$ cat src/hw/rcia_pkg.sv
// constants, register map and types for the radio control input actions block
package rcia_pkg;
  localparam int NUM_LINES = 11;
  localparam int CODE_W    = 5;
  localparam int CH_W      = 5;
  localparam int DEB_W     = 7;
  // line indices inside the internal line vector
  localparam int LN_BLOCK  = 0;
  localparam int LN_SUPP_A = 1;
  localparam int LN_SUPP_B = 2;
  localparam int LN_DOWN   = 3;
  localparam int LN_UP     = 4;
  localparam int LN_HOME   = 5;
  localparam int LN_CODE0  = 6;
  // register byte offsets
  localparam logic [7:0] OFF_CTRL     = 8'h00;
  localparam logic [7:0] OFF_POL      = 8'h04;
  localparam logic [7:0] OFF_CODE_CNT = 8'h08;
  localparam logic [7:0] OFF_LAST_CH  = 8'h0c;
  localparam logic [7:0] OFF_HOME     = 8'h10;
  localparam logic [7:0] OFF_CHAN     = 8'h14;
  localparam logic [7:0] OFF_STATUS   = 8'h18;
  localparam logic [7:0] OFF_DEB_BASE = 8'h40;
  localparam logic [7:0] DEB_IDX_MASK = 8'h3c;
  localparam int         DEB_IDX_LSB  = 2;
  localparam int         DEB_IDX_W    = 4;
  // field positions
  localparam int CTRL_BIN     = 0;
  localparam int CTRL_WRAP    = 1;
  localparam int ST_ARMED_LSB = 11;
  localparam int ST_GRANT     = 22;
  localparam int ST_KEY       = 23;
  localparam int ST_RF        = 24;
  localparam int ST_PEND      = 25;
  // reset values, limits and decode constants
  localparam logic [1:0]           CTRL_RST     = 2'h0;
  localparam logic [NUM_LINES-1:0] POL_RST      = 11'h7ff;
  localparam logic [2:0]           CODE_CNT_RST = 3'h5;
  localparam logic [2:0]           CODE_CNT_MAX = 3'h5;
  localparam logic [CH_W-1:0]      LAST_CH_RST  = 5'h10;
  localparam logic [CH_W-1:0]      HOME_RST     = 5'h01;
  localparam logic [CH_W-1:0]      CH_FIRST     = 5'h01;
  localparam logic [DEB_W-1:0]     DEB_RST      = 7'h0a;
  localparam logic [DEB_W-1:0]     DEB_MAX      = 7'h64;
  localparam logic [3:0]           BCD_UNIT_MAX = 4'h9;
  localparam logic [CH_W-1:0]      BCD_TENS     = 5'h0a;
  // timing
  localparam int CLK_HZ     = 100_000_000;
  localparam int WIN_US     = 300;
  localparam int SETTLE_MS  = 4;
  localparam int MS_CYCLES  = CLK_HZ / 1000;
  localparam int WIN_CYCLES = (WIN_US * (CLK_HZ / 1000) + 999) / 1000;
  localparam logic [2:0] SETTLE_CNT = 3'(SETTLE_MS);
  typedef enum logic [1:0] {TX_IDLE, TX_WINDOW, TX_GRANT, TX_LOCKOUT} rcia_tx_t;
endpackage

$ cat src/hw/rcia_input_actions.sv
// debounced programmable control inputs steering transmit and channel selection
//
// The Avalon-MM interface to the registers and the register offsets were left to the implementer.
`timescale 1ns/1ps
module rcia_input_actions #(
  parameter int MS_CYCLES  = rcia_pkg::MS_CYCLES,
  parameter int WIN_CYCLES = rcia_pkg::WIN_CYCLES
) (
  input  wire logic        core_clk,
  input  wire logic        arst_n,
  input  wire logic [7:0]  avs_address,
  input  wire logic        avs_read,
  input  wire logic        avs_write,
  input  wire logic [31:0] avs_writedata,
  output logic      [31:0] avs_readdata,
  output logic             avs_waitrequest,
  input  wire logic        transmit_request_block,
  input  wire logic        carrier_suppress_a,
  input  wire logic        carrier_suppress_b,
  input  wire logic        chan_down_in,
  input  wire logic        chan_up_in,
  input  wire logic        home_chan_in,
  input  wire logic [4:0]  channel_code_lines,
  input  wire logic        ptt_req,
  input  wire logic        other_tx_req,
  input  wire logic        emerg_tx,
  output logic             ptt_grant,
  output logic             tx_key,
  output logic             rf_enable,
  output logic      [4:0]  chan
);
  localparam int N    = rcia_pkg::NUM_LINES;
  localparam int CW   = rcia_pkg::CODE_W;
  localparam int HW   = rcia_pkg::CH_W;
  localparam int DW   = rcia_pkg::DEB_W;
  localparam int MSW  = $clog2(MS_CYCLES + 1);
  localparam int WW   = $clog2(WIN_CYCLES + 1);
  localparam logic [MSW-1:0] MS_LAST  = MSW'(MS_CYCLES - 1);
  localparam logic [WW-1:0]  WIN_LAST = WW'(WIN_CYCLES - 1);

  function automatic logic [HW-1:0] dec_code(input logic [CW-1:0] c, input logic binary_decode_mode);
    logic [HW-1:0] r;
    r = c;
    if (!binary_decode_mode) begin
      if (c[3:0] > rcia_pkg::BCD_UNIT_MAX) begin
        r = '0;
      end else if (c[CW-1]) begin
        r = HW'(c[3:0]) + rcia_pkg::BCD_TENS;
      end else begin
        r = HW'(c[3:0]);
      end
    end
    return r;
  endfunction
  logic [1:0]        ctrl_ff;
  logic [N-1:0]      pol_ff;
  logic [2:0]        code_cnt_ff;
  logic [HW-1:0]     last_ch_ff;
  logic [HW-1:0]     home_ff;
  logic [DW-1:0]     deb_ff [N];
  logic              wait_ff;
  logic [31:0]       rdata_ff;
  logic [MSW-1:0]    ms_cnt_ff;
  logic              ms_tick_ff;
  logic [N-1:0]      raw;
  logic [N-1:0]      lvl;
  logic [N-1:0]      filt;
  logic [N-1:0]      valid;
  logic [N-1:0]      armed;
  logic [N-1:0]      accept;
  logic [N-1:0]      rise;
  logic [N-1:0]      act;
  logic [CW-1:0]     code_seen_ff;
  logic [2:0]        settle_cnt_ff;
  logic              settled_ff;
  logic              code_evt_ff;
  logic              pend_ff;
  logic [HW-1:0]     pend_ch_ff;
  logic [HW-1:0]     chan_ff;
  rcia_pkg::rcia_tx_t state_ff;
  rcia_pkg::rcia_tx_t nxt_state;
  logic [WW-1:0]     win_cnt_ff;
  logic              ptt_prev_ff;
  logic              supp_prev_ff;
  logic              ptt_grant_ff;
  logic              tx_key_ff;
  logic              rf_enable_ff;
  assign raw = {channel_code_lines, home_chan_in, chan_up_in, chan_down_in,
                carrier_suppress_b, carrier_suppress_a, transmit_request_block};
  assign lvl = ~(raw ^ pol_ff);
  always_ff @(posedge core_clk or negedge arst_n) begin
    if (!arst_n) begin
      ms_cnt_ff  <= '0;
      ms_tick_ff <= 1'b0;
    end else begin
      ms_tick_ff <= (ms_cnt_ff == MS_LAST);
      ms_cnt_ff  <= (ms_cnt_ff == MS_LAST) ? '0 : ms_cnt_ff + 1'b1;
    end
  end
  genvar gi;
  generate
    for (gi = 0; gi < N; gi++) begin : g_line
      logic [DW-1:0] cnt_ff;
      logic          f_ff;
      logic          v_ff;
      logic          a_ff;
      wire           mism = (lvl[gi] != f_ff) || !v_ff;
      wire           acc  = mism && (cnt_ff >= deb_ff[gi]);
      assign accept[gi] = acc;
      assign filt[gi]   = f_ff;
      assign valid[gi]  = v_ff;
      assign armed[gi]  = a_ff;
      assign rise[gi]   = acc && lvl[gi] && a_ff;
      assign act[gi]    = f_ff && a_ff;
      always_ff @(posedge core_clk or negedge arst_n) begin
        if (!arst_n) begin
          cnt_ff <= '0;
          f_ff   <= 1'b0;
          v_ff   <= 1'b0;
          a_ff   <= 1'b0;
        end else begin
          if (!mism || acc) begin
            cnt_ff <= '0;
          end else if (ms_tick_ff) begin
            cnt_ff <= cnt_ff + 1'b1;
          end
          if (acc) begin
            f_ff <= lvl[gi];
            v_ff <= 1'b1;
          end
          a_ff <= a_ff || (acc && !lvl[gi]);
        end
      end
    end
  endgenerate

  // code lines
  wire [CW-1:0] code_mask;
  wire [CW-1:0] code_now;
  wire          code_ok = &valid[N-1:rcia_pkg::LN_CODE0];
  generate
    for (gi = 0; gi < CW; gi++) begin : g_mask
      assign code_mask[gi] = (3'(gi) < code_cnt_ff);
    end
  endgenerate
  assign code_now = filt[N-1:rcia_pkg::LN_CODE0] & code_mask;

  always_ff @(posedge core_clk or negedge arst_n) begin
    if (!arst_n) begin
      code_seen_ff  <= '0;
      settle_cnt_ff <= '0;
      settled_ff    <= 1'b0;
      code_evt_ff   <= 1'b0;
    end else begin
      code_evt_ff <= 1'b0;
      if (code_now != code_seen_ff) begin
        code_seen_ff  <= code_now;
        settle_cnt_ff <= '0;
        settled_ff    <= 1'b0;
      end else if (code_ok && !settled_ff && ms_tick_ff) begin
        if (settle_cnt_ff == rcia_pkg::SETTLE_CNT) begin
          settled_ff  <= 1'b1;
          code_evt_ff <= 1'b1;
        end else begin
          settle_cnt_ff <= settle_cnt_ff + 1'b1;
        end
      end
    end
  end

  // channel selection
  wire [HW-1:0] code_ch    = dec_code(code_seen_ff, ctrl_ff[rcia_pkg::CTRL_BIN]);
  wire          code_chok  = (code_ch != '0) && (code_ch <= last_ch_ff);
  wire          code_take  = code_evt_ff && code_chok;
  wire          pend_apply = pend_ff && !tx_key_ff;
  wire          wrap       = ctrl_ff[rcia_pkg::CTRL_WRAP];
  wire          home_evt   = rise[rcia_pkg::LN_HOME];
  wire          up_evt     = rise[rcia_pkg::LN_UP];
  wire          down_evt   = rise[rcia_pkg::LN_DOWN];
  wire [HW-1:0] up_ch   = (chan_ff >= last_ch_ff) ? (wrap ? rcia_pkg::CH_FIRST : chan_ff)
                                                  : chan_ff + 1'b1;
  wire [HW-1:0] down_ch = (chan_ff <= rcia_pkg::CH_FIRST) ? (wrap ? last_ch_ff : chan_ff)
                                                          : chan_ff - 1'b1;
  wire [HW-1:0] nxt_chan = home_evt                  ? home_ff :
                           (code_take && !tx_key_ff) ? code_ch :
                           pend_apply                ? pend_ch_ff :
                           up_evt                    ? up_ch :
                           down_evt                  ? down_ch : chan_ff;
  wire          nxt_pend = (code_take && tx_key_ff) || (pend_ff && !pend_apply);

  always_ff @(posedge core_clk or negedge arst_n) begin
    if (!arst_n) begin
      chan_ff    <= rcia_pkg::CH_FIRST;
      pend_ff    <= 1'b0;
      pend_ch_ff <= rcia_pkg::CH_FIRST;
    end else begin
      chan_ff <= nxt_chan;
      pend_ff <= nxt_pend;
      if (code_take && tx_key_ff) begin
        pend_ch_ff <= code_ch;
      end
    end
  end

  // transmit control
  wire blk_eff   = act[rcia_pkg::LN_BLOCK] && !emerg_tx;
  wire supp_eff  = (act[rcia_pkg::LN_SUPP_A] || act[rcia_pkg::LN_SUPP_B])
                   && !emerg_tx;
  wire supp_rise = supp_eff && !supp_prev_ff;
  wire ptt_rise  = ptt_req && !ptt_prev_ff;

  always_comb begin
    nxt_state = state_ff;
    case (state_ff)
      rcia_pkg::TX_IDLE: begin
        if (ptt_rise) begin
          nxt_state = blk_eff ? rcia_pkg::TX_LOCKOUT : rcia_pkg::TX_WINDOW;
        end
      end
      rcia_pkg::TX_WINDOW: begin
        if (!ptt_req) begin
          nxt_state = rcia_pkg::TX_IDLE;
        end else if (blk_eff || supp_rise) begin
          nxt_state = rcia_pkg::TX_LOCKOUT;
        end else if (win_cnt_ff == WIN_LAST) begin
          nxt_state = rcia_pkg::TX_GRANT;
        end
      end
      rcia_pkg::TX_GRANT: begin
        if (!ptt_req) begin
          nxt_state = rcia_pkg::TX_IDLE;
        end else if (blk_eff) begin
          nxt_state = rcia_pkg::TX_LOCKOUT;
        end
      end
      rcia_pkg::TX_LOCKOUT: begin
        if (!ptt_req) begin
          nxt_state = rcia_pkg::TX_IDLE;
        end
      end
      default: nxt_state = rcia_pkg::TX_IDLE;
    endcase
  end

  wire nxt_grant = (nxt_state == rcia_pkg::TX_GRANT);
  wire nxt_key   = nxt_grant || other_tx_req || emerg_tx;
  wire nxt_rf    = nxt_key && !supp_eff;

  always_ff @(posedge core_clk or negedge arst_n) begin
    if (!arst_n) begin
      state_ff     <= rcia_pkg::TX_IDLE;
      win_cnt_ff   <= '0;
      ptt_prev_ff  <= 1'b0;
      supp_prev_ff <= 1'b0;
      ptt_grant_ff <= 1'b0;
      tx_key_ff    <= 1'b0;
      rf_enable_ff <= 1'b0;
    end else begin
      state_ff     <= nxt_state;
      win_cnt_ff   <= (state_ff == rcia_pkg::TX_WINDOW) ? win_cnt_ff + 1'b1 : '0;
      ptt_prev_ff  <= ptt_req;
      supp_prev_ff <= supp_eff;
      ptt_grant_ff <= nxt_grant;
      tx_key_ff    <= nxt_key;
      rf_enable_ff <= nxt_rf;
    end
  end

  // register bus
  localparam int DEB_IDX_W = rcia_pkg::DEB_IDX_W;
  wire                 req     = avs_read || avs_write;
  wire                 do_wr   = avs_write && !wait_ff;
  wire [DEB_IDX_W-1:0] deb_idx = avs_address[rcia_pkg::DEB_IDX_LSB +: DEB_IDX_W];
  wire deb_hit = ((avs_address & ~rcia_pkg::DEB_IDX_MASK) == rcia_pkg::OFF_DEB_BASE)
                 && (deb_idx < DEB_IDX_W'(N));
  wire [31:0] status = {6'h00, pend_ff, rf_enable_ff, tx_key_ff, ptt_grant_ff,
                        armed, filt};
  wire [31:0] rd_mux =
    (avs_address == rcia_pkg::OFF_CTRL)     ? 32'(ctrl_ff) :
    (avs_address == rcia_pkg::OFF_POL)      ? 32'(pol_ff) :
    (avs_address == rcia_pkg::OFF_CODE_CNT) ? 32'(code_cnt_ff) :
    (avs_address == rcia_pkg::OFF_LAST_CH)  ? 32'(last_ch_ff) :
    (avs_address == rcia_pkg::OFF_HOME)     ? 32'(home_ff) :
    (avs_address == rcia_pkg::OFF_CHAN)     ? 32'(chan_ff) :
    (avs_address == rcia_pkg::OFF_STATUS)   ? status :
    deb_hit                                 ? 32'(deb_ff[deb_idx]) : 32'h0000_0000;
  wire [DW-1:0] wr_deb = (avs_writedata > 32'(rcia_pkg::DEB_MAX)) ? rcia_pkg::DEB_MAX
                                                                  : avs_writedata[DW-1:0];
  wire [2:0] wr_cnt = (avs_writedata > 32'(rcia_pkg::CODE_CNT_MAX)) ? rcia_pkg::CODE_CNT_MAX
                                                                   : avs_writedata[2:0];

  always_ff @(posedge core_clk or negedge arst_n) begin
    if (!arst_n) begin
      wait_ff     <= 1'b1;
      rdata_ff    <= '0;
      ctrl_ff     <= rcia_pkg::CTRL_RST;
      pol_ff      <= rcia_pkg::POL_RST;
      code_cnt_ff <= rcia_pkg::CODE_CNT_RST;
      last_ch_ff  <= rcia_pkg::LAST_CH_RST;
      home_ff     <= rcia_pkg::HOME_RST;
      for (int i = 0; i < N; i++) begin
        deb_ff[i] <= rcia_pkg::DEB_RST;
      end
    end else begin
      wait_ff <= !(wait_ff && req);
      if (wait_ff && req) begin
        rdata_ff <= avs_read ? rd_mux : 32'h0000_0000;
      end
      if (do_wr) begin
        case (avs_address)
          rcia_pkg::OFF_CTRL:     ctrl_ff     <= avs_writedata[1:0];
          rcia_pkg::OFF_POL:      pol_ff      <= avs_writedata[N-1:0];
          rcia_pkg::OFF_CODE_CNT: code_cnt_ff <= wr_cnt;
          rcia_pkg::OFF_LAST_CH:  last_ch_ff  <= avs_writedata[HW-1:0];
          rcia_pkg::OFF_HOME:     home_ff     <= avs_writedata[HW-1:0];
          default: begin
            if (deb_hit) begin
              deb_ff[deb_idx] <= wr_deb;
            end
          end
        endcase
      end
    end
  end

  assign avs_readdata    = rdata_ff;
  assign avs_waitrequest = wait_ff;
  assign ptt_grant       = ptt_grant_ff;
  assign tx_key          = tx_key_ff;
  assign rf_enable       = rf_enable_ff;
  assign chan            = chan_ff;
endmodule // rcia_input_actions

$ cat config.mk
export PLATFORM = sky130hd
export DESIGN_NAME = rcia_input_actions
export DESIGN_NICKNAME = d
export VERILOG_FILES = /design/src/hw/rcia_pkg.sv /design/src/hw/rcia_input_actions.sv
export SDC_FILE = /design/constraint.sdc
export NUM_CORES = 1
export LEC_CHECK = 0
export ABC_CLOCK_PERIOD_IN_PS = 3900
export BUFFER_PORTS_ARGS = -buffer_cell sky130_fd_sc_hd__clkbuf_2
export CORE_MARGIN = 4
export CORE_UTILIZATION = 55
export CTS_BUF_LIST = sky130_fd_sc_hd__clkbuf_8
export CTS_CLUSTER_SIZE = 14
export DETAILED_ROUTE_END_ITERATION = 10
export HOLD_SLACK_MARGIN = 0.03
export PLACE_DENSITY = 0.73
export SYNTH_ARGS = -nofsm -noshare
export SYNTH_HDL_FRONTEND = slang
export SYNTH_SLANG_ARGS = --single-unit
$ cat constraint.sdc
create_clock -name core_clk -period 3.9 [get_ports core_clk]
set_input_delay 0.975 -clock core_clk [delete_from_list [all_inputs] [get_ports core_clk]]
set_output_delay 0.975 -clock core_clk [all_outputs]
set_load 0.005 [all_outputs]
==> metrics.cfg <==
[logic_synthesis]
synthAdderAreaFrac_pct = 8.14
avgSynthCellArea_um2 = 10.0
async_reset_ff_share_pct = 100
yosys_warnings = 0
ys.flop_type = dfrtp_1
synth_edf_count = 0
synth_cells = 1622
synth_area_leaders = dfrtp_1, ha_1, dfstp_2
synth_top_area_share_pct = 40.1
synth_seq_area_share_pct = 46.5
synth_area_leader_cell = dfrtp_1
synth_top_family_by_area = simple AND/OR/NAND/NOR gates
syn_area_um2 = 16300
synthMuxAreaShare_pct = 6.73
synth_compound_area_share_pct = 13.4
ys_seq_elements = 301
synth-simple-area-share_pct = 13.9
synth_xor_area_share_pct = 6.56
synth_cell_types = 78

[timing]
hold_slack_ns = 0.372
period_share_pct = 81.0
finalClockSkew_ns = 0.0215
clock.fmax_mhz = 317
finalSetupViolCount = 0
tightest_slew_ns = 1.05
hold_viol_final = 0
period_minus_slack_ns = 3.16
maxSlewHeadroom_pct = 29.1
fin_setup_tns_ns = 0
drv_slew = 0
rsz0062_at_grt = no

[floorplanning]
start_util_pct = 56.3
num_rows = 62
die_x_um = 180
die_h_um = 180
pin_count = 99
core-area_um2 = 28900
die-area_um2 = 32400

[power]
power_density_nw_per_um2 = 387
ir_worst_vdd_mv = 0.338
finalPower_mw = 7.05
power_leakage_nw = 8.49

[global_routing]
grt.overflow.total = 0
grt_pass1_vias = 12300
antenna_found_initial = 1
grt_pass1_wl_mm = 66.4
grtUsageTotal_pct = 25.0
grt_max_degree = 100

[clock_network]
cts_resized = 0
cts.path.max_buffers = 3
post_cts.repair.setup_buffers = 0
cts_root_buffer = clkbuf_8
cts_tree = built
htreeDepth = 2
path_clk_slew_ns = 0.06
cts_hold_buf = 0
insertion_delay_ns = 0.59
cts_buffers = 50
clock-sinks = 301

[final_layout]
ff_latch_area_um2 = 7580
layout_commonest_cell = dfrtp_1
multi_input_area_um2 = 7980
layout-drive-gt1-share_pct = 17.3
nets = 1897
final_cell_mix = dfrtp_1, nor2_1, nand2_1, inv_1, ha_1
area_growth_pct = 11.8
diodes = 0
final_util_pct = 63.0
fill_cells = 2422

[route]
ant_nets = 0
wl_per_cell_um = 18.7
post-route-drc-count = 0
postRouteWirelength_mm = 40.3
drt-initial-drc-count = 905
routed-via-count = 12400
viasPerCell = 5.75
dr.pass1.iters = 9

[worst_setup_path]
path_max_fanout = 11
criticalPathCategory = register to register
cp.arrival_ns = 3.64
crit_top_cell = ha_1
crit_path_max_incr_delay_ns = 0.47
cp_slowest_cell = dfrtp_1
cp.required_ns = 4.38
cp-start-kind = register
cp-end-kind = register
timing.critical_path.cells = ha_1 > and3b_1 > a22o_2 > ha_1 > and4_1 > a21oi_1 > o31ai_1 > and4b_4 > a211oi_4 > nand2_2 > o21a_1 > a22o_1
regToRegSetupSlack_ns = 0.74

[place]
gp_congestion = 0.944
dpl.hpwl_mm = 29.8
io_buffers = 92

[run_status]
status = finished clean

[job]
maxCapViolCount = 0

[worst_hold_path]
hp-class = input port to async pin

## where the power goes
group          leakage, nW  internal, mW  switching [mW]
Clock                0.617          1.61            1.31
Combinational         4.01         0.316           0.459
Sequential            3.86          3.21           0.143
## flip-flops by register name, indices dropped and copies added, names as in the netlist, 2 cells and up
| signal | flops |
|---|---|
| ctrl_ff | 2 |
| chan | 5 |
| home_ff | 5 |
| g_line.cnt_ff | 77 |
| state_ff | 2 |
| win_cnt_ff | 15 |
| pol_ff | 11 |
| last_ch_ff | 5 |
| code_cnt_ff | 3 |
| g_line.f_ff | 11 |
| g_line.v_ff | 11 |
| deb_ff | 77 |
| code_seen_ff | 5 |
| g_line.a_ff | 11 |
| ms_cnt_ff | 17 |
| settle_cnt_ff | 3 |
| avs_readdata | 26 |
| pend_ch_ff | 5 |
## synth_stat cells, types with 17 or more instances
library cell,count
mux2i_1,41
nand4_1,31
a21o_1,52
clkbuf_1,32
inv_1,118
a21oi_1,65
nand2_1,155
xnor2_1,61
a22o_1,17
nand3_1,21
ha_1,106
dfstp_2,40
xor2_1,61
nor2_1,191
mux2_2,33
dfrtp_1,261
o21ai_0,92
nand2b_1,19
## area by class of cell
type	count	share of cell area (%)
Timing Repair Buffer	114	3.63
Tap cell	384	2.64
Inverter	118	2.43
Clock inverter	27	0.831
Sequential cell	301	41.6
Multi-Input combinational cell	1148	43.8
Clock buffer	67	5.06
## critical path, delay by kind of cell, from the launching register on
family,cells,cell delay (ns)
flops,1,0.47
compound gates,6,1.14
simple gates,4,0.81
fa+ha+maj,2,0.62
## path summary, 6_finish.rpt
check	from	endpoint	depth (start not counted)
setup / recovery	code_seen_ff[1]	chan[2]	12
hold / removal	arst_n	g_line[3].a_ff	1
setup reg to reg	code_seen_ff[1]	chan[2]	12
min in group core_clk	win_cnt_ff[0]	win_cnt_ff[0]	1
max in group asynchronous	arst_n	deb_ff[54]	2
hold reg to reg	win_cnt_ff[0]	win_cnt_ff[0]	1
## logic make-up after synthesis
family                     count (synthesis)
muxes                                     88
other                                      1
and+or+nand+nor                          497
AOI/OAI and AO/OA                        329
buffers and inverters                    178
xor gates and xnor gates                 122
adders and majority gates                106
DFF                                      301
## metrics by stage
step	cells	cell area [µm²]	worst slack, ns
floorplan	1627	16300	1.09
global placement	2065	17100	0.736
detailed placement	2065	17100	0.693
CTS	2159	18200	0.779
global route	2159	18200	0.566
finish	2159	18200	0.741
## metal layers
layer,wire [µm],vias up,GRT usage [%],part of all wire (%)
li1,-,5843,-,-
met1,17400,6065,35.1,43
met2,19000,422,40.1,47
met3,2910,81,4.66,7.2
met4,1040,2,7.47,2.6
met5,13,-,0,0.032
Power figures use the tool's default switching activity.
